--- src/rtl/ssm_code_pkg.sv ---
// Purpose: shared constants and types of the T1 status-message controller
// Assumes: 8-bit registers on a plain strobe port, 12-bit register address
// Notes:   codes travel in 16-bit FDL patterns, first-sent bit at index 0
package ssm_code_pkg;

    // register offsets
    localparam logic [11:0] CODE_CONTROL_ADDR      = 12'h170;
    localparam logic [11:0] RECEIVED_CODE_ADDR     = 12'h171;
    localparam logic [11:0] MATCH_VALUE_ONE_ADDR   = 12'h172;
    localparam logic [11:0] MATCH_VALUE_TWO_ADDR   = 12'h173;
    localparam logic [11:0] MATCH_VALUE_THREE_ADDR = 12'h174;
    localparam logic [11:0] TRANSMIT_CODE_ADDR     = 12'h175;
    localparam logic [11:0] REPEAT_COUNT_ADDR      = 12'h176;
    localparam logic [11:0] INT_STATUS_ADDR        = 12'h177;
    localparam logic [11:0] INT_MASK_ADDR          = 12'h178;
    localparam logic [11:0] LINK_STATUS_ADDR       = 12'h179;

    // reset values and the continuous repeat count
    localparam logic [7:0] REG_RESET          = 8'h00;
    localparam logic [7:0] REPEAT_COUNT_RESET = 8'h01;
    localparam logic [7:0] CONTINUOUS_COUNT   = 8'h00;

    // interrupt status bit positions
    localparam int EV_VALID   = 0;
    localparam int EV_CHANGE  = 1;
    localparam int EV_MATCH1  = 2;
    localparam int EV_MATCH2  = 3;
    localparam int EV_MATCH3  = 4;
    localparam int EV_TX_DONE = 5;
    localparam int EV_WIDTH   = 6;

    // FDL pattern layout: zero, six message bits, zero, eight ones
    localparam int          PAT_LEN     = 16;
    localparam logic [3:0]  PAT_LAST    = 4'hF;
    localparam logic [7:0]  PAT_ONES    = 8'hFF;
    localparam logic [7:0]  IDLE_FLAG   = 8'h7E;
    localparam logic [7:0]  ABORT_OCTET = 8'hFF;
    localparam logic [2:0]  OCTET_LAST  = 3'h7;

    // filter lengths for selector 00, 01, 10, 11
    localparam logic [2:0] FILT_NONE  = 3'h1;
    localparam logic [2:0] FILT_THREE = 3'h3;
    localparam logic [2:0] FILT_FIVE  = 3'h5;
    localparam logic [2:0] FILT_SEVEN = 3'h7;

    typedef struct packed {
        logic       closing_sequence_select;
        logic [1:0] match_filter_sel;
        logic       receive_code_enable;
        logic       code_controller_reset;
        logic [1:0] valid_filter_sel;
        logic       send_code_message;
    } code_ctrl_type;

    typedef struct packed {
        logic       strobe;
        logic       good;
        logic [5:0] msg;
    } pattern_type;

    typedef enum logic [2:0] {
        TX_IDLE  = 3'b001,
        TX_MSG   = 3'b010,
        TX_CLOSE = 3'b100
    } tx_state_type;

endpackage : ssm_code_pkg

--- src/rtl/pattern_filter.sv ---
// Purpose: consecutive error-free pattern qualifier
// Assumes: one pattern report per strobe, same clock as the caller
// Notes:   hit pulses once when a run reaches the selected length
`timescale 1ns/1ps
module pattern_filter
    import ssm_code_pkg::*;
(
    // clock and reset
    input  wire logic        clk,
    input  wire logic        resetn,
    input  wire logic        ce,
    input  wire logic        clear,
    // pattern reports
    input  wire pattern_type pat,
    input  wire logic        same,
    input  wire logic [1:0]  sel,
    // qualified event
    output logic             hit
);
    logic [2:0] run_q;
    logic [2:0] run_d;
    logic [2:0] need;

    // required run length from the selector
    always_comb begin
        case (sel)
            2'b00:   need = FILT_NONE;
            2'b01:   need = FILT_THREE;
            2'b10:   need = FILT_FIVE;
            default: need = FILT_SEVEN;
        endcase
    end

    // a bad pattern breaks the run, a new message starts one
    always_comb begin
        run_d = run_q;
        if (pat.strobe) begin
            if (!pat.good)
                run_d = 3'h0;
            else if (!same)
                run_d = 3'h1;
            else if (run_q != FILT_SEVEN)
                run_d = run_q + 3'h1;
        end
    end

    assign hit = pat.strobe && pat.good && (run_d == need) && (run_q != need);

    // run counter, saturating so the hit cannot repeat within a run
    always_ff @(posedge clk or negedge resetn) begin
        if (!resetn)
            run_q <= 3'h0;
        else if (ce) begin
            if (clear)
                run_q <= 3'h0;
            else
                run_q <= run_d;
        end
    end

endmodule : pattern_filter

--- src/rtl/t1_ssm_boc_controller.sv ---
// Purpose: T1 status-message code controller, transmit and receive
// Assumes: FDL bit strobes come from framer logic on the same clock
// Notes:   register read data appear the cycle after the read strobe
// Function
// - codes are sent first-bit-rightmost and received in that same order.
// - any six-bit code is carried, covering quality levels 1-7 and user.
// - the receiver looks only at FDL bits for status messages.
// - BOS and MOS indications keep being reported with the receiver on.
// - writing one to the send bit starts a send and the bit self-clears.
// - after a message an idle flag follows, or an abort when selected.
// - the match filter field sets run lengths none, three, five, seven.
// - one match filter serves all three match registers, any message.
// - with the enable bit zero the code receiver is off.
// - the reset bit restores all but interrupt registers and self-clears.
// - the valid filter field gates the valid alarm and received register.
// - the received register holds the last qualified six-bit code.
// - each match register has its own alarm on a qualified match.
// - a change of qualified received message raises an alarm.
// - the transmit register holds the six-bit code that a send inserts.
// - the repeat count sets repetitions, zero meaning continuous.
//
// Decided for this implementation: the plain strobed port.
`timescale 1ns/1ps
module t1_ssm_boc_controller
    import ssm_code_pkg::*;
(
    // clock, reset, enable
    input  wire logic        clk,
    input  wire logic        resetn,
    input  wire logic        ce,
    // register port
    input  wire logic [11:0] reg_addr,
    input  wire logic [7:0]  reg_wdata,
    input  wire logic        reg_wr,
    input  wire logic        reg_rd,
    output logic      [7:0]  reg_rdata,
    // receive FDL bits
    input  wire logic        rx_fdl_strobe,
    input  wire logic        rx_fdl_bit,
    // transmit FDL bits
    input  wire logic        tx_fdl_req,
    output logic             tx_fdl_bit,
    output logic             tx_active,
    // data link indications
    input  wire logic        bos_detect,
    input  wire logic        mos_detect,
    // interrupt
    output logic             irq
);
    code_ctrl_type        ctrl_q;
    logic                 send_q;
    logic                 soft_rst_q;
    logic [5:0]           received_q;
    logic [5:0]           expect_q [3];
    logic [5:0]           tx_code_q;
    logic [7:0]           repeat_q;
    logic [EV_WIDTH-1:0]  status_q;
    logic [EV_WIDTH-1:0]  mask_q;
    logic [EV_WIDTH-1:0]  events;
    logic [1:0]           link_q;
    logic [15:0]          rx_sr_q;
    logic [15:0]          rx_sr_d;
    logic                 rx_lock_q;
    logic [3:0]           rx_cnt_q;
    logic [5:0]           prev_q;
    logic                 prev_ok_q;
    pattern_type          pat;
    logic                 same;
    logic                 valid_hit;
    logic                 match_hit;
    tx_state_type         tx_state_q;
    logic [15:0]          tx_pat_q;
    logic [3:0]           tx_idx_q;
    logic [7:0]           tx_reps_q;
    logic                 tx_cont_q;
    logic                 tx_bit_q;
    logic                 tx_done;
    logic                 wr_ctrl;

    function automatic logic form_ok(input logic [15:0] p);
        return !p[0] && !p[7] && (p[15:8] == PAT_ONES);
    endfunction : form_ok

    ////////////////////////////////////////////////////////////////////
    // register writes

    assign wr_ctrl = reg_wr && (reg_addr == CODE_CONTROL_ADDR);

    // control word; the two command bits live only as pulses
    always_ff @(posedge clk or negedge resetn) begin
        if (!resetn)
            ctrl_q <= code_ctrl_type'(REG_RESET);
        else if (ce) begin
            if (soft_rst_q)
                ctrl_q <= code_ctrl_type'(REG_RESET);
            else if (wr_ctrl) begin
                ctrl_q <= code_ctrl_type'(reg_wdata);
                ctrl_q.code_controller_reset <= 1'b0;
                ctrl_q.send_code_message     <= 1'b0;
            end
        end
    end

    // one-cycle command pulses, self clearing
    always_ff @(posedge clk or negedge resetn) begin
        if (!resetn) begin
            send_q     <= 1'b0;
            soft_rst_q <= 1'b0;
        end else if (ce) begin
            send_q     <= wr_ctrl && reg_wdata[0];
            soft_rst_q <= wr_ctrl && reg_wdata[3];
        end
    end

    // match, transmit code and repeat count registers
    always_ff @(posedge clk or negedge resetn) begin
        if (!resetn) begin
            expect_q  <= '{default: 6'h00};
            tx_code_q <= 6'h00;
            repeat_q  <= REPEAT_COUNT_RESET;
        end else if (ce) begin
            if (soft_rst_q) begin
                expect_q  <= '{default: 6'h00};
                tx_code_q <= 6'h00;
                repeat_q  <= REPEAT_COUNT_RESET;
            end else if (reg_wr) begin
                case (reg_addr)
                    MATCH_VALUE_ONE_ADDR:   expect_q[0] <= reg_wdata[5:0];
                    MATCH_VALUE_TWO_ADDR:   expect_q[1] <= reg_wdata[5:0];
                    MATCH_VALUE_THREE_ADDR: expect_q[2] <= reg_wdata[5:0];
                    TRANSMIT_CODE_ADDR:     tx_code_q <= reg_wdata[5:0];
                    REPEAT_COUNT_ADDR:      repeat_q <= reg_wdata;
                    default: ;
                endcase
            end
        end
    end

    ////////////////////////////////////////////////////////////////////
    // receive pattern framing, FDL bits only

    // newest bit enters at the top so the first-sent bit ends at index 0
    assign rx_sr_d = {rx_fdl_bit, rx_sr_q[15:1]};

    always_comb begin
        pat.strobe = 1'b0;
        pat.good   = form_ok(rx_sr_d);
        pat.msg    = rx_sr_d[6:1];
        if (rx_fdl_strobe && ctrl_q.receive_code_enable)
            pat.strobe = rx_lock_q ? (rx_cnt_q == PAT_LAST) : pat.good;
    end

    assign same = prev_ok_q && (pat.msg == prev_q);

    // hunt bit by bit, then check every sixteenth bit once locked
    always_ff @(posedge clk or negedge resetn) begin
        if (!resetn) begin
            rx_sr_q   <= 16'h0000;
            rx_lock_q <= 1'b0;
            rx_cnt_q  <= 4'h0;
        end else if (ce) begin
            if (soft_rst_q || !ctrl_q.receive_code_enable) begin
                rx_lock_q <= 1'b0;
                rx_cnt_q  <= 4'h0;
            end else if (rx_fdl_strobe) begin
                rx_sr_q  <= rx_sr_d;
                rx_cnt_q <= pat.strobe ? 4'h0 : rx_cnt_q + 4'h1;
                if (pat.strobe)
                    rx_lock_q <= pat.good;
            end
        end
    end

    // last strobed message and whether it was well-formed, the reference for a run
    always_ff @(posedge clk or negedge resetn) begin
        if (!resetn) begin
            prev_q    <= 6'h00;
            prev_ok_q <= 1'b0;
        end else if (ce) begin
            if (soft_rst_q)
                prev_ok_q <= 1'b0;
            else if (pat.strobe) begin
                prev_ok_q <= pat.good;
                prev_q    <= pat.msg;
            end
        end
    end

    ////////////////////////////////////////////////////////////////////
    // two independent filters

    pattern_filter u_valid_filter (
        .clk    (clk),
        .resetn (resetn),
        .ce     (ce),
        .clear  (soft_rst_q),
        .pat    (pat),
        .same   (same),
        .sel    (ctrl_q.valid_filter_sel),
        .hit    (valid_hit)
    );

    // shared by all three match registers, any message qualifies
    pattern_filter u_match_filter (
        .clk    (clk),
        .resetn (resetn),
        .ce     (ce),
        .clear  (soft_rst_q),
        .pat    (pat),
        .same   (same),
        .sel    (ctrl_q.match_filter_sel),
        .hit    (match_hit)
    );

    // received code updates only on a qualified message
    always_ff @(posedge clk or negedge resetn) begin
        if (!resetn)
            received_q <= 6'h00;
        else if (ce) begin
            if (soft_rst_q)
                received_q <= 6'h00;
            else if (valid_hit)
                received_q <= pat.msg;
        end
    end

    ////////////////////////////////////////////////////////////////////
    // events and interrupt

    always_comb begin
        events             = '0;
        events[EV_VALID]   = valid_hit;
        events[EV_CHANGE]  = valid_hit && (pat.msg != received_q);
        events[EV_MATCH1]  = match_hit && (pat.msg == expect_q[0]);
        events[EV_MATCH2]  = match_hit && (pat.msg == expect_q[1]);
        events[EV_MATCH3]  = match_hit && (pat.msg == expect_q[2]);
        events[EV_TX_DONE] = tx_done;
    end

    // sticky status, write one to clear, a new event wins the clear;
    // kept through the controller reset on purpose
    always_ff @(posedge clk or negedge resetn) begin
        if (!resetn) begin
            status_q <= '0;
            mask_q   <= '0;
        end else if (ce) begin
            if (reg_wr && reg_addr == INT_STATUS_ADDR)
                status_q <= (status_q & ~reg_wdata[EV_WIDTH-1:0]) | events;
            else
                status_q <= status_q | events;
            if (reg_wr && reg_addr == INT_MASK_ADDR)
                mask_q <= reg_wdata[EV_WIDTH-1:0];
        end
    end

    assign irq = |(status_q & mask_q);

    // link indications pass on regardless of the code receiver
    always_ff @(posedge clk or negedge resetn) begin
        if (!resetn)
            link_q <= 2'b00;
        else if (ce)
            link_q <= {mos_detect, bos_detect};
    end

    ////////////////////////////////////////////////////////////////////
    // register reads, one cycle latency, unmapped reads zero

    always_ff @(posedge clk or negedge resetn) begin
        if (!resetn)
            reg_rdata <= 8'h00;
        else if (ce) begin
            reg_rdata <= 8'h00;
            if (reg_rd) begin
                case (reg_addr)
                    CODE_CONTROL_ADDR:      reg_rdata <= 8'(ctrl_q);
                    RECEIVED_CODE_ADDR:     reg_rdata <= {2'b00, received_q};
                    MATCH_VALUE_ONE_ADDR:   reg_rdata <= {2'b00, expect_q[0]};
                    MATCH_VALUE_TWO_ADDR:   reg_rdata <= {2'b00, expect_q[1]};
                    MATCH_VALUE_THREE_ADDR: reg_rdata <= {2'b00, expect_q[2]};
                    TRANSMIT_CODE_ADDR:     reg_rdata <= {2'b00, tx_code_q};
                    REPEAT_COUNT_ADDR:      reg_rdata <= repeat_q;
                    INT_STATUS_ADDR:        reg_rdata <= {2'b00, status_q};
                    INT_MASK_ADDR:          reg_rdata <= {2'b00, mask_q};
                    LINK_STATUS_ADDR:       reg_rdata <= {4'h0, tx_active,
                                                rx_lock_q, link_q};
                    default:                reg_rdata <= 8'h00;
                endcase
            end
        end
    end

    ////////////////////////////////////////////////////////////////////
    // transmitter: pattern repeats, closing octet, then idle flags

    assign tx_done = tx_fdl_req && (tx_state_q == TX_CLOSE)
                     && (tx_idx_q[2:0] == OCTET_LAST);

    // a new send restarts even a continuous transmission
    always_ff @(posedge clk or negedge resetn) begin
        if (!resetn) begin
            tx_state_q <= TX_IDLE;
            tx_pat_q   <= 16'h0000;
            tx_idx_q   <= 4'h0;
            tx_reps_q  <= 8'h00;
            tx_cont_q  <= 1'b0;
        end else if (ce) begin
            if (soft_rst_q) begin
                tx_state_q <= TX_IDLE;
                tx_idx_q   <= 4'h0;
            end else if (send_q) begin
                tx_state_q <= TX_MSG;
                tx_pat_q   <= {PAT_ONES, 1'b0, tx_code_q, 1'b0};
                tx_idx_q   <= 4'h0;
                tx_reps_q  <= repeat_q;
                tx_cont_q  <= (repeat_q == CONTINUOUS_COUNT);
            end else if (tx_fdl_req) begin
                tx_idx_q <= tx_idx_q + 4'h1;
                case (tx_state_q)
                    TX_IDLE: tx_idx_q <= {1'b0, tx_idx_q[2:0] + 3'h1};
                    TX_MSG: begin
                        if (tx_idx_q == PAT_LAST && !tx_cont_q) begin
                            tx_reps_q <= tx_reps_q - 8'h01;
                            if (tx_reps_q <= 8'h01)
                                tx_state_q <= TX_CLOSE;
                        end
                    end
                    TX_CLOSE: begin
                        if (tx_idx_q[2:0] == OCTET_LAST) begin
                            tx_state_q <= TX_IDLE;
                            tx_idx_q   <= 4'h0;
                        end
                    end
                    default: tx_state_q <= TX_IDLE;
                endcase
            end
        end
    end

    // line bit, lowest index first, registered on each request
    always_ff @(posedge clk or negedge resetn) begin
        if (!resetn)
            tx_bit_q <= 1'b0;
        else if (ce && tx_fdl_req && !send_q && !soft_rst_q) begin
            case (tx_state_q)
                TX_MSG:   tx_bit_q <= tx_pat_q[tx_idx_q];
                TX_CLOSE: tx_bit_q <= ctrl_q.closing_sequence_select
                                      ? ABORT_OCTET[tx_idx_q[2:0]]
                                      : IDLE_FLAG[tx_idx_q[2:0]];
                default:  tx_bit_q <= IDLE_FLAG[tx_idx_q[2:0]];
            endcase
        end
    end

    assign tx_fdl_bit = tx_bit_q;
    assign tx_active  = (tx_state_q != TX_IDLE);
endmodule : t1_ssm_boc_controller

--- config.mk ---
export PLATFORM = sky130hd
export DESIGN_NAME = t1_ssm_boc_controller
export DESIGN_NICKNAME = d
export VERILOG_FILES = /design/src/rtl/ssm_code_pkg.sv /design/src/rtl/pattern_filter.sv /design/src/rtl/t1_ssm_boc_controller.sv
export SDC_FILE = /design/constraint.sdc
export NUM_CORES = 1
export LEC_CHECK = 0
export ABC_AREA = 1
export BUFFER_PORTS_ARGS = -buffer_cell sky130_fd_sc_hd__buf_2
export CAP_MARGIN = 20
export CORE_UTILIZATION = 55
export DETAILED_ROUTE_END_ITERATION = 10
export PLACE_DENSITY = 0.76
export SLEW_MARGIN = 0
export SYNTH_ARGS = -nofsm -noshare
export SYNTH_HDL_FRONTEND = slang
export SYNTH_SLANG_ARGS = --single-unit
--- constraint.sdc ---
create_clock -name clk -period 1.7 [get_ports clk]
set_input_delay 0.085 -clock clk [delete_from_list [all_inputs] [get_ports clk]]
set_output_delay 0.085 -clock clk [all_outputs]
set_load 0.005 [all_outputs]
# Word level (Yosys, flattened, before mapping)
# Memory sizes are Yosys's and may differ from the RTL's.
# Index checks and enable logic that the tools add are counted.
# W data, S select, Z words.
totals:
  regBits: 128
  rom_bits: 16
  inputBits: 30
  output_inout_bits: 11
  elab_cells: 214
  mem_count: 2
mem_list:
  columns: ["memory", "depth", "width", "rd", "rd_clocked_by_memory_dff", "write_ports", "line_no", "text"]
  rows:
  - ["(no name shown)", 8, 1, 1, 0, 0, "t1_ssm_boc_controller.sv:350", "default: tx_bit_q <= IDLE_FLAG[tx_idx_q[2:0]];"]
  - ["(no name shown)", 8, 1, 1, 0, 0, "t1_ssm_boc_controller.sv:348", "? ABORT_OCTET[tx_idx_q[2:0]]"]
classes:
  n_addsub: 6
  magnitude_cmp: 3
  n_eq_ne: 37
  mux: 61
  bitwise: 7
  reduce_logical: 67
ops:
  columns: ["operator", "n"]
  rows:
  - ["$eq A12 B9 Y1 const B", 10]
  - ["$mux W8", 10]
  - ["$pmux W8 S10", 1]
  - ["$mux W6", 9]
  - ["$mux W3", 16]
  - ["$mux W18", 2]
  - ["$mux W4", 7]
  - ["$reduce_bool A2 Y1", 14]
  - ["$pmux W3 S3", 3]
  - ["$reduce_and A3 Y1", 9]
  - ["$eq A6 B6 Y1", 4]
  - ["$logic_and A1 B1 Y1", 24]
  - ["$and A6 B6 Y6", 2]
  - ["$or A6 B6 Y6", 2]
  - ["$reduce_and A2 Y1", 6]
  - ["$mux W1", 10]
  - ["$add A3 B1 Y3 const B", 3]
  - ["$ne A3 B3 Y1 const B", 3]
  - ["$add A4 B1 Y4 const B", 2]
  - ["$eq A4 B4 Y1 const B", 2]
  - ["$eq A8 B8 Y1 const B", 1]
  - ["$le A8 B1 Y1 const B", 1]
  - ["$logic_not A8 Y1", 1]
  - ["$ne A4 B4 Y1 const B", 2]
  - ["other kinds (25)", 37]

# Depth between registers and ports, before layout
# Gate-level depths: netlist of the first run.
depth:
  depth_word: 12
  depth_mapped: 15
  mapped_depth_nobuf: 14

# Hierarchy
# A second synthesis of the first run with hierarchy kept.
hier_totals:
  hier_cells: 944
  area_unflattened_um2: 7040.5
modules_own_cells:
  columns: ["module", "instances", "cells_per_inst", "area_per_inst_um2", "seq_area_each_um2"]
  rows:
  - ["t1_ssm_boc_controller", 1, 830, 6429.9, 2980.4]
  - ["pattern_filter", 2, 57, 305.3, 75.1]

# Worst setup path before layout of the first run
# Ideal clock, no wire load.
synth_path:
  path_kind: "register -> register"
  start: "register rx_cnt_q[0]"
  end: "register received_q[0]"
  setup_time_ps: 118
  arrival_time_ps: 1596
  required_ps: 1582
  slack_ps: -13
  stages_incl_launch_ff: 14
  n_path_buf: 0
  synth_period_minus_slack_ps: 1713
  path_cell_list: "dfrtp_1 > ha_1 > nand3_1 > nand2_1 > nand2_2 > inv_1 > nand2_1 > nand2_1 > nand2_4 > nor2_2 > nor2_4 > nand3_4 > nand3_1 > nand2_1"
synth_via:
  elab_chain_cells: 9
  word_cells_on_any_way: 10
  cone_classes: "eq/ne (2); mux (3); reduce/logical (5)"
synth_rtl:
  columns: ["element", "line_no", "text"]
  rows:
  - ["start, declared", "t1_ssm_boc_controller.sv:64", "logic [3:0] rx_cnt_q;"]
  - ["start signal, assigned", "t1_ssm_boc_controller.sv:167", "rx_cnt_q <= pat.strobe ? 4'h0 : rx_cnt_q + 4'h1;"]
  - ["$eq A4 B4 Y1 *", "t1_ssm_boc_controller.sv:150", "pat.strobe = rx_lock_q ? (rx_cnt_q == PAT_LAST) : pat.good;"]
  - ["$mux W1 *", "t1_ssm_boc_controller.sv:150", null]
  - ["$mux W1 *", "t1_ssm_boc_controller.sv:149", "if (rx_fdl_strobe && ctrl_q.receive_code_enable)"]
  - ["$mux W3", "pattern_filter.sv:37", "if (pat.strobe) begin"]
  - ["$eq A3 B3 Y1", "pattern_filter.sv:47", "assign hit = pat.strobe && pat.good && (run_d == need) && (run_q != need);"]
  - ["$logic_and A1 B1 Y1 * (2 in series)", "pattern_filter.sv:47", null]
  - ["$reduce_bool A2 Y1 (no source line) *", null, null]
  - ["$reduce_and A2 Y1 (no source line) *", null, null]
  - ["end signal, assigned", "t1_ssm_boc_controller.sv:223", "received_q <= pat.msg;"]
  - ["end, declared", "t1_ssm_boc_controller.sv:53", "logic [5:0] received_q;"]
# Every way passes the cells marked *; elsewhere a longest branch is shown, timed or not.
# A chain may end at the register's enable or synchronous reset.

# Final worst setup path of the first run
layout_path:
  start: "register rx_cnt_q[1]"
  end: "register received_q[3]"
# The elaborated chain is that of the path after synthesis.

==> metrics.md, run 1 <==
| Metric | Value |
|---|---|
| F_max | `0.544 GHz` |
| P per Cell Area | `1040 nW/um^2` |
| HP Class | `in -> reg` |
| CTS tree | `built` |
| Synth top area cells | `dfrtp_1 (45%), nand2_1 (13%), o21ai_0 (7.9%), inv_1 (6.4%), nand3_1 (3.0%)` |
| #FFs+latches synth | `125` |
| Slew Viols, Final | `0` |
| Crit path to | `received_q[3]` |
| Final hold violations | `0` |
| Comb power frac | `18.5%` |
| Switching part of the total | `28.2%` |
| Status | `finished, violations left` |
| Final HPWL DP | `14400 um` |
| Cell variety after synth | `44` |
| YS warnings | `0` |
| DIE HEIGHT | `114 um` |
| Setup slack, reg-to-reg | `-0.14 ns` |
| Worst setup margin | `-0.139 ns` |
| Psw | `0.00257 W` |
| Lkg Pwr | `4.27 nW` |
| GR peak layer | `met2` |
| Finished Layout Cells | `1199` |
| # rows | `40` |
| Avg Inst Size Synth | `7.72 um^2` |
| Final-stage net count | `1057` |
| Required @ worst endpoint | `2.01 ns` |
| Clk sinks | `125` |
| Antenna violations before repair | `0` |
| Antenna cells | `0` |
| Core Util, Final | `72.3%` |
| CTS max path bufs | `2` |
| Area share of the largest cell type after synthesis | `44.7%` |
| Clock Power Share | `43.0%` |
| Critical path endpoint category | `flop` |
| Sequential cell fraction of total power | `38.5%` |
| Slew @ Worst Pin | `0.494 ns` |
| Iter 0 DRT Violations | `766` |
| CP Class | `reg -> reg` |
| Initial core utilization | `56.9%` |
| Worst skew pair latency | `0.43 ns` |
| Die W | `114 um` |
| Failing checks | `setup timing` |
| Vias | `6711` |
| Final setup vio count | `11` |
| H-tree depth | `4` |
| WL final | `20000 um` |
| Mapped Area | `6890 um^2` |
| First-pass iteration count of the detailed router | `6` |
| Gr ovfl total | `0` |
| Vias per cell | `5.60` |
| Placer Congestion | `0.979` |
| Syn Inst Count | `892` |
| Cell area after layout | `8750 um^2` |
| Mapped Nets | `931` |
| Register area share after synthesis | `45.5%` |
| Reg-to-reg startpoint | `rx_cnt_q[1]` |
| Die area | `13000 um^2` |
| Post-Place Cells | `1146` |
| Slew headroom | `67.0%` |
| Root Driver | `clkbuf_16` |
| Post-route ant nets | `0` |
| Worst-path clk slew | `0.06 ns` |
| Num CTS Buffers | `17` |
| CP max FO | `8` |
| Maximum vdd drop | `0.910 mV` |
| Layout Skew | `0.0102 ns` |
| Boundary pin count | `41` |
| R2R cell count | `12` |
| All-Layer GR Usage | `32.6%` |
| Final Critical Period | `1.84 ns` |
| Drt wl/cell | `16.7 um` |
| DP Area | `7740 um^2` |
| Tcrit/Tclk final | `108%` |
| Core Area | `12100 um^2` |
| Startpoint types | `flop` |
| Int Power | `0.00654 W` |
| GRT met1 Usage | `44.9%` |
| PortBufs | `40` |
| Max cap viols | `0` |
| Area delta synth->final | `27.1%` |
| FF-to-FF End | `received_q[3]` |
| Met2 Use GR | `49.2%` |
| Largest net degree at the start of global routing | `36` |
| Yosys top cell by area | `dfrtp_1` |
| Unrepaired setup endpoints after global routing | `yes` |
| Number of global-route vias before repair | `6376` |
| DRC violations left | `0` |
| Ratio of cells with drive above 1 in the final layout | `23.3%` |
| M3 GR Usage | `9.40%` |
| CP arrival | `2.15 ns` |
| First-pass GRT wire length | `32000 um` |
| Worst setup startpoint | `rx_cnt_q[1]` |
[cells by family after synthesis]
group	share of synthesized area, %
and+or+nand+nor	24.9
AOI/OAI and AO/OA	16.6
buffers and inverters	8.79
DFF	45.5
xor gates and xnor gates	1.89
adders and majority gates	1.64
muxes	0.654
[area by class of cell]
type | count | area (um^2)
clock buffer | 21 | 440
clock inverter | 11 | 193
fill | 984 | 3360
inverter | 126 | 475
multi-input combinational | 619 | 3340
sequential | 125 | 3130
tap | 168 | 210
timing repair buffer | 129 | 963
[stage by stage]
| stage | setup slack [ns] | power, W | hold slack, ns | setup TNS, ns |
|---|---|---|---|---|
| 5_1_grt | -0.244 | 0.00949 | 0.0271 | -2.31 |
| 4_1_cts | -0.0555 | 0.00901 | 0.0185 | -0.305 |
| 3_5_place_dp | -0.0842 | 0.00504 | 0.0542 | -0.667 |
| 6_report | -0.139 | 0.00911 | 0.0315 | -0.957 |
| 3_3_place_gp | -0.0123 | 0.00499 | 0.0566 | -0.0606 |
| 2_1_floorplan | 0.0154 | 0.00442 | -0.211 | 0 |
[routing by layer]
layer	vias to the layer above	wire length [um]
met1	3155	8750
met2	309	8980
met3	49	1830
met5	-	0
met4	0	474
li1	3198	-
[worst min-delay path by stage]
stage,endpoint,from,cells past startpoint,slack [ns]
after floorplan,ctrl_q[1],resetn,0,-0.21
after global placement,prev_q[1],resetn,1,0.06
after detailed placement,prev_q[1],resetn,1,0.05
after CTS,link_q[0],ce,3,0.02
after global routing,link_q[0],ce,3,0.03
final,link_q[0],ce,3,0.03
[synth_stat cells, drive strengths merged]
library cell,n
a22o,1
nor2,61
ha,9
buf,7
a211oi,2
nand4,14
o211ai,3
o2111ai,5
xor2,8
inv,126
nor3,9
o31ai,6
nand3,44
xnor2,6
o221ai,3
and2,1
nor4,4
a31oi,9
o21ai,123
a21oi,26
dfrtp,123
or2,2
nand2,253
a21boi,1
mux2,4
o22ai,24
clkbuf,15
dfstp,2
a221oi,1
[flip-flops by register name (all words and copies together) (netlist names), 3 cells and up]
register	count
mask_q	6
tx_pat_q	7
tx_state_q	3
expect_q	18
rx_sr_q	15
tx_code_q	6
tx_idx_q	4
rx_cnt_q	4
repeat_q	8
reg_rdata	8
prev_q	6
u_valid_filter.run_q	3
ctrl_q	6
u_match_filter.run_q	3
tx_reps_q	8
status_q	6
received_q	6
[power by group through the flow]
stage          sequential [W]  combinational (W)  clock, W
4_1_cts               0.00349            0.00157   0.00395
2_1_floorplan         0.00350           0.000917         0
5_1_grt               0.00354            0.00188   0.00407
3_3_place_gp          0.00353            0.00146         0
3_5_place_dp          0.00354            0.00150         0
6_report              0.00351            0.00168   0.00392
[layout by cell type, fill, tap and decap left out, types with 11 or more instances in the layout]
cell	count
nand2_1	229
inv_1	113
nand4_1	14
dfrtp_1	123
o21ai_1	13
nor2_2	11
o21ai_0	103
nand2_2	19
buf_4	73
dlygate4sd3_1	12
clkbuf_16	17
inv_2	12
nand3_1	33
buf_2	39
nor2_1	44
a21oi_1	24
o22ai_1	24
[timing repair]
item / 4_1_cts / 5_1_grt
resized for setup: 17 / 40
pin swaps: 9 / 17
setup buffers: 2 / 7
setup endpoints to repair: 13 / 41
hold endpoints to repair: 104 / 0
hold buffers: 12 / 0
[worst max-delay path, cell delays in order, from the launching register on]
cell and delay [ns]:
dfrtp_1 0.38, ha_2 0.22, nand3_2 0.07, nand2_2 0.08, nand2_4 0.08, inv_4 0.07, nand4_1 0.12, nor3_2 0.17
nand2_2 0.09, nor2_4 0.10, nand3_4 0.16, nand3_4 0.13, nand2_2 0.05
Power figures use the tool's default switching activity.
==> run 2: changes to the inputs <==
--- a/config.mk
+++ b/config.mk
@@ -8,9 +8,11 @@
 export ABC_AREA = 1
 export BUFFER_PORTS_ARGS = -buffer_cell sky130_fd_sc_hd__buf_2
 export CAP_MARGIN = 20
-export CORE_UTILIZATION = 55
+export CORE_UTILIZATION = 46
+export CTS_BUF_LIST = sky130_fd_sc_hd__clkbuf_16
 export DETAILED_ROUTE_END_ITERATION = 10
-export PLACE_DENSITY = 0.76
+export PLACE_DENSITY = 0.65
+export SETUP_SLACK_MARGIN = 0.1
 export SLEW_MARGIN = 0
 export SYNTH_ARGS = -nofsm -noshare
 export SYNTH_HDL_FRONTEND = slang
==> run 2 against run 1 <==
Compared with the run above:
- core utilization decreased by 12 points
- sequential power about the same
- routed wire length decreased by 3.4%
- the run still ends with setup timing left
- cell area increased by 0.46%
- global-route usage decreased by 6.9 points
- final cell count increased by 2.2%
- non-clock buffer count increased by 12
- sequential share of layout area decreased by 0.12 points
- register-to-register slack improved by 0.07 ns
- first-iteration DRC count decreased by 37%
- die area increased by 19%
- combinational power increased by 6%
==> metrics.md, run 2 (synthesis results as in run 1) <==
| Metric | Value |
|---|---|
| CP Class | `reg -> reg` |
| Failing checks | `setup timing` |
| CTS tree | `built` |
| Max reg flops | `18 (unchanged)` |
| Final HPWL DP | `14000 um (-2.8%)` |
| Slew headroom | `59.4% (-7.5 points)` |
| First-pass iteration count of the detailed router | `5 (-1)` |
| Die W | `124 um (+9.2%)` |
| Slew Viols, Final | `0 (unchanged)` |
| Max cap viols | `0 (unchanged)` |
| Worst setup margin | `-0.0677 ns (+0.0709 ns)` |
| Core Area | `14600 um^2 (+20%)` |
| All-Layer GR Usage | `25.7% (-6.9 points)` |
| First-pass GRT wire length | `31100 um (-2.9%)` |
| GRT met1 Usage | `37.2% (-7.7 points)` |
| Critical path endpoint category | `flop` |
| DRC violations left | `0 (unchanged)` |
| Biggest regs | `expect_q (18), rx_sr_q (15)` |
| Final Critical Period | `1.77 ns (-0.0709 ns)` |
| # rows | `44 (+10%)` |
| Tot Pwr | `0.00880 W (-3.4%)` |
| Post-route ant nets | `0 (unchanged)` |
| Vias | `6491 (-3.3%)` |
| Cell area after layout | `8790 um^2 (+0.46%)` |
| Largest net degree at the start of global routing | `97 (+170%)` |
| Status | `finished, violations left` |
| Most common cell after layout, fill and taps aside | `nand2_1` |
| Ratio of cells with drive above 1 in the final layout | `25.2% (+1.9 points)` |
| Required @ worst endpoint | `2.01 ns (about the same)` |
| Most frequent cells in the layout | `nand2_1 (226), dfrtp_1 (120), inv_1 (109), o21ai_0 (94), buf_4 (88)` |
| P per Cell Area | `1000 nW/um^2 (-3.9%)` |
| Antenna cells | `0 (unchanged)` |
| GR peak layer | `met1` |
| F_max | `0.566 GHz (+4.0%)` |
| H-tree depth | `4 (unchanged)` |
| Antenna violations before repair | `0 (unchanged)` |
| Drt wl/cell | `15.8 um (-5.4%)` |
| Slew @ Worst Pin | `0.603 ns (+0.109 ns)` |
| CP max FO | `8 (unchanged)` |
| CP arrival | `2.08 ns (-0.07 ns)` |
| Num CTS Buffers | `17 (unchanged)` |
| Worst-path clk slew | `0.05 ns (about the same)` |
| Vias per cell | `5.30 (-5.3%)` |
| Tcrit/Tclk final | `104% (-4.2 points)` |
| Placer Congestion | `0.966 (-1.3%)` |
| M3 GR Usage | `6.92% (-2.5 points)` |
| Initial core utilization | `47.2% (-9.7 points)` |
| Maximum vdd drop | `0.724 mV (-21%)` |
| Iter 0 DRT Violations | `486 (-37%)` |
| Met2 Use GR | `36.1% (-13 points)` |
| Final hold violations | `0 (unchanged)` |
| Startpoint types | `flop` |
| Boundary pin count | `41 (unchanged)` |
| WL final | `19400 um (-3.4%)` |
| Lkg Pwr | `4.29 nW (+0.64%)` |
| DIE HEIGHT | `124 um (+9.2%)` |
| Die area | `15500 um^2 (+19%)` |
| TNS Setup | `-0.481 ns (+0.476 ns)` |
| PortBufs | `40 (unchanged)` |
| CTS max path bufs | `2 (unchanged)` |
| Unrepaired setup endpoints after global routing | `yes` |
| DP Area | `7750 um^2 (about the same)` |
| Gr ovfl total | `0 (unchanged)` |
| Final setup vio count | `10 (-1)` |
| Area delta synth->final | `27.7%` |
| HP Class | `in -> async` |
| Worst skew pair latency | `0.43 ns (about the same)` |
| Clk sinks | `125 (unchanged)` |
| Root Driver | `clkbuf_16` |
| Layout Skew | `0.00614 ns (-0.00406 ns)` |
| Largest Register | `expect_q` |
| Number of global-route vias before repair | `6012 (-5.7%)` |
| Final-stage net count | `1069 (+1.1%)` |
==> run 2: routing by layer <==
layer | vias to the layer above | wire length [um]
met5 | - | 0
met4 | 0 | 419
met3 | 35 | 1380
met2 | 229 | 8430
met1 | 3014 | 9130
li1 | 3213 | -
==> run 2: timing repair <==
| action | CTS | global route |
|---|---|---|
| endpoints found under the setup margin | 37 | 51 |
| pin swaps | 7 | 23 |
| buffers inserted | 2 | 20 |
| hold buffers | 11 | 0 |
| resized for setup | 16 | 61 |
| gates cloned | 0 | 0 |
| endpoints found under the hold margin | 136 | 0 |
==> run 2: through the flow <==
step,setup slack [ns],hold WS [ns],util [%],std cells
floorplan,0.0679,-0.211,-,892
global placement,-0.00318,-0.0826,53.1,1162
detailed placement,-0.0359,-0.0842,53.1,1162
CTS,-0.0390,0.0254,58.1,1205
global route,-0.178,0.0525,60.3,1225
finish,-0.0677,0.0209,60.3,1225
==> run 2: area by class of cell <==
cell class / count / area (um^2)
fill: 1278 / 5800
multi-input combinational: 619 / 3360
sequential: 125 / 3130
timing repair buffer: 141 / 1020
inverter: 126 / 479
clock buffer: 17 / 425
tap: 184 / 230
clock inverter: 13 / 135
==> run 2: critical path, stage by stage (launching register included) <==
cell     delay (ns)
dfrtp_1        0.35
ha_2           0.19
nand3_2        0.07
nand2_2        0.09
nand2_4        0.08
nor2_4         0.20
nand2_2        0.08
nand2_2        0.10
nand2_2        0.07
nor2_4         0.12
nand3_4        0.14
nand3_2        0.09
nand2_1        0.06
==> run 2: power breakdown <==
group	switching (W)	internal [W]	leakage [nW]
Clock	0.00127	0.00224	0.276
Sequential	0.000232	0.00327	1.63
Combinational	0.00102	0.000768	2.39
Total	0.00252	0.00627	4.29
==> run 2: path summary, 6_finish.rpt <==
path,from,to,slack (ns),cells after the start
max in group asynchronous,resetn,tx_reps_q[2],0.94,3
setup reg to reg,rx_cnt_q[0],received_q[5],-0.07,12
hold / removal,resetn,rx_sr_q[4],0.02,2
hold reg to reg,tx_pat_q[8],tx_pat_q[8],0.46,2
setup / recovery,rx_cnt_q[0],received_q[5],-0.07,12
min in group clk,reg_wdata[1],mask_q[1],0.02,3
==> run 3: changes to the inputs <==
==> constraint.sdc (replaced) <==
create_clock -name clk -period 1.7 [get_ports clk]
set_input_delay 0 -clock clk [delete_from_list [all_inputs] [get_ports clk]]
set_output_delay 0 -clock clk [all_outputs]
set_load 0.005 [all_outputs]
==> run 3 against run 2 <==
Compared with the run above:
- the run still ends with setup timing left
- first-iteration DRC count up 15%
- cell area up 1.8%
- core utilization up 1.1 points
- worst setup slack worse by 0.039 ns
- sequential share of layout area down 0.63 points
- die area unchanged
- combinational power down 3%
- flip-flop and latch count unchanged
- routed wire length up 4.0%
- non-clock buffer count down 2
- clock skew up 0.0018 ns
- highest routed layer unchanged
==> metrics.md, run 3 (synthesis results as in run 1) <==
| Metric | Value |
|---|---|
| Status | `finished, violations left` |
| Failing checks | `setup timing` |
| Worst setup margin | `-0.107 ns (-0.0392 ns)` |
| Biggest regs | `expect_q (18), rx_sr_q (15)` |
| Final hold violations | `0 (unchanged)` |
| CTS tree | `built` |
| Worst-path clk slew | `0.05 ns (about the same)` |
| Vias per cell | `5.42 (+2.4%)` |
| HP Class | `in -> reg` |
| Reg-to-reg startpoint | `rx_cnt_q[1]` |
| Most frequent cells in the layout | `nand2_1 (227), dfrtp_1 (121), inv_1 (104), o21ai_0 (94), buf_4 (76)` |
| Slew Viols, Final | `0 (unchanged)` |
| Post-Place Cells | `1158 (-0.34%)` |
| Lkg Pwr | `4.33 nW (+0.81%)` |
| Layout Skew | `0.00798 ns (+0.00184 ns)` |
| CP peak stage delay | `0.35 ns (about the same)` |
| TNS Setup | `-0.670 ns (-0.188 ns)` |
| Vias | `6644 (+2.4%)` |
| DRC violations left | `0 (unchanged)` |
| Worst Hold End | `rx_cnt_q[1]` |
| Final Critical Period | `1.81 ns (+0.0392 ns)` |
| Worst skew pair latency | `0.43 ns (about the same)` |
| Root Driver | `clkbuf_16` |
| Gr ovfl total | `0 (unchanged)` |
| Hold Crit Depth | `5` |
| Final HPWL DP | `14600 um (+4.6%)` |
| Largest Register | `expect_q` |
| Most common cell after layout, fill and taps aside | `nand2_1` |
| Largest net degree at the start of global routing | `42 (-57%)` |
| Unrepaired setup endpoints after global routing | `yes` |
| Startpoint types | `flop` |
| Boundary pin count | `41 (unchanged)` |
| First-pass GRT wire length | `32200 um (+3.5%)` |
| Drt wl/cell | `16.4 um (+4.0%)` |
| Placer Congestion | `0.971 (+0.50%)` |
| Slew @ Worst Pin | `0.546 ns (-0.0574 ns)` |
| Max cap viols | `0 (unchanged)` |
| Clk sinks | `125 (unchanged)` |
| Die W | `124 um (unchanged)` |
| Hold_sp | `rx_fdl_strobe` |
| CTS max path bufs | `2 (unchanged)` |
| FF-to-FF End | `received_q[1]` |
| Required @ worst endpoint | `2.02 ns (about the same)` |
| Iter 0 DRT Violations | `561 (+15%)` |
| Slowest-stage cell, CP | `dfrtp_1` |
| Number of global-route vias before repair | `6104 (+1.5%)` |
| Final-stage net count | `1067 (-0.19%)` |
| CP cell instances | `ha_2 -> nand3_2 -> nand2_2 -> nand2_4 -> buf_4 -> nor3_4 -> nand2_2 -> nand2_4 -> nor2_2 -> nor2_4 -> nand3_4 -> nand3_2 -> nand2_1` |
| Antenna violations before repair | `0 (unchanged)` |
| Setup slack, reg-to-reg | `-0.11 ns (-0.04 ns)` |
| CP max FO | `8 (unchanged)` |
| Maximum vdd drop | `0.680 mV (-6.0%)` |
| WL final | `20100 um (+4.0%)` |
| PortBufs | `40 (unchanged)` |
| Die area | `15500 um^2 (unchanged)` |
| R2R cell count | `13 (+1)` |
| Post-route ant nets | `0 (unchanged)` |
| Antenna cells | `0 (unchanged)` |
| H-tree depth | `4 (unchanged)` |
| All-Layer GR Usage | `26.7% (+1.0 points)` |
| Max reg flops | `18 (unchanged)` |
| F_max | `0.553 GHz (-2.2%)` |
| Final setup vio count | `11 (+1)` |
| First-pass iteration count of the detailed router | `5 (unchanged)` |
| Slew headroom | `63.3% (+3.9 points)` |
| Num CTS Buffers | `17 (unchanged)` |
| CP Class | `reg -> reg` |
| # rows | `44 (unchanged)` |
| Area delta synth->final | `29.9%` |
| P per Cell Area | `988 nW/um^2 (-1.2%)` |
| Ratio of cells with drive above 1 in the final layout | `26.4% (+1.2 points)` |
| Finished Layout Cells | `1225 (unchanged)` |
| CP arrival | `2.12 ns (+0.04 ns)` |
| Critical path endpoint category | `flop` |
| Core Area | `14600 um^2 (unchanged)` |
| DIE HEIGHT | `124 um (unchanged)` |
| Tcrit/Tclk final | `106% (+2.3 points)` |
| Initial core utilization | `47.2% (unchanged)` |
run 3: cell types whose count changed in the layout (fill, tap and decap cells not counted), sizes merged:
cell / change
inv: -2
buf: -5
dlygate4sd3: +3
clkinv: +2
clkinvlp: +2
run 3: layout make-up:
class,instances,area (um^2)
clock buffers,17,425
clock inverters,15,156
fillers,1261,5640
inverters,126,483
multi-input cells,619,3450
flip-flops and latches,125,3130
well taps,184,230
repair buffers,139,1070
run 3: repair_timing:
action / 4_1_cts / 5_1_grt
hold buffers: 14 / 0
pin swaps: 9 / 33
resized for setup: 27 / 72
endpoints found under the hold margin: 151 / 0
buffers inserted: 7 / 15
setup endpoints to repair: 39 / 42
run 3: through the flow:
step	util [%]	total power (W)	hold slack, ns	cell area (um^2)	worst slack [ns]
2_1_floorplan	-	0.00443	-0.296	6910	0.0679
3_3_place_gp	53.1	0.00503	-0.0412	7750	0.0188
3_5_place_dp	53.1	0.00505	-0.0503	7750	-0.0699
4_1_cts	59.1	0.00873	0.0623	8620	-0.0189
5_1_grt	61.3	0.00927	0.0419	8950	-0.203
6_report	61.3	0.00884	0.0147	8950	-0.107
run 3: per-layer routing:
metal / GRT usage, % / vias up / wire length [um]
met5: 0 / - / 0
met4: 9.57 / 0 / 462
met1: 39.3 / 3146 / 9320
li1: - / 3215 / -
met3: 5.71 / 41 / 1330
met2: 38.6 / 242 / 9000
run 3: critical path: cells and delay by family (launching register included):
| kind | cells | cell delay (ns) |
|---|---|---|
| AND/OR/NAND/NOR | 11 | 1.02 |
| flip-flops | 1 | 0.35 |
| adder cells (fa/ha/maj) | 1 | 0.19 |
| buffers and inverters | 1 | 0.15 |
run 3: power breakdown:
part / total (W) / internal, W / switching [W]
Sequential: 0.00353 / 0.00327 / 0.000257
Combinational: 0.00172 / 0.000722 / 0.000994
Clock: 0.00360 / 0.00227 / 0.00133
run 3: worst max path at each step:
stage                                       start       endpoint  slack (ns)  cells past startpoint
after detailed placement              reg_addr[8]    expect_q[1]       -0.07                      9
after global routing                  rx_cnt_q[0]  received_q[1]       -0.20                     13
final                                 rx_cnt_q[1]  received_q[1]       -0.11                     13
after CTS                             rx_cnt_q[1]    status_q[4]       -0.02                     11
after global placement                rx_cnt_q[0]  received_q[2]        0.02                     13
after floorplan           u_valid_filter.run_q[1]  received_q[0]        0.07                     12
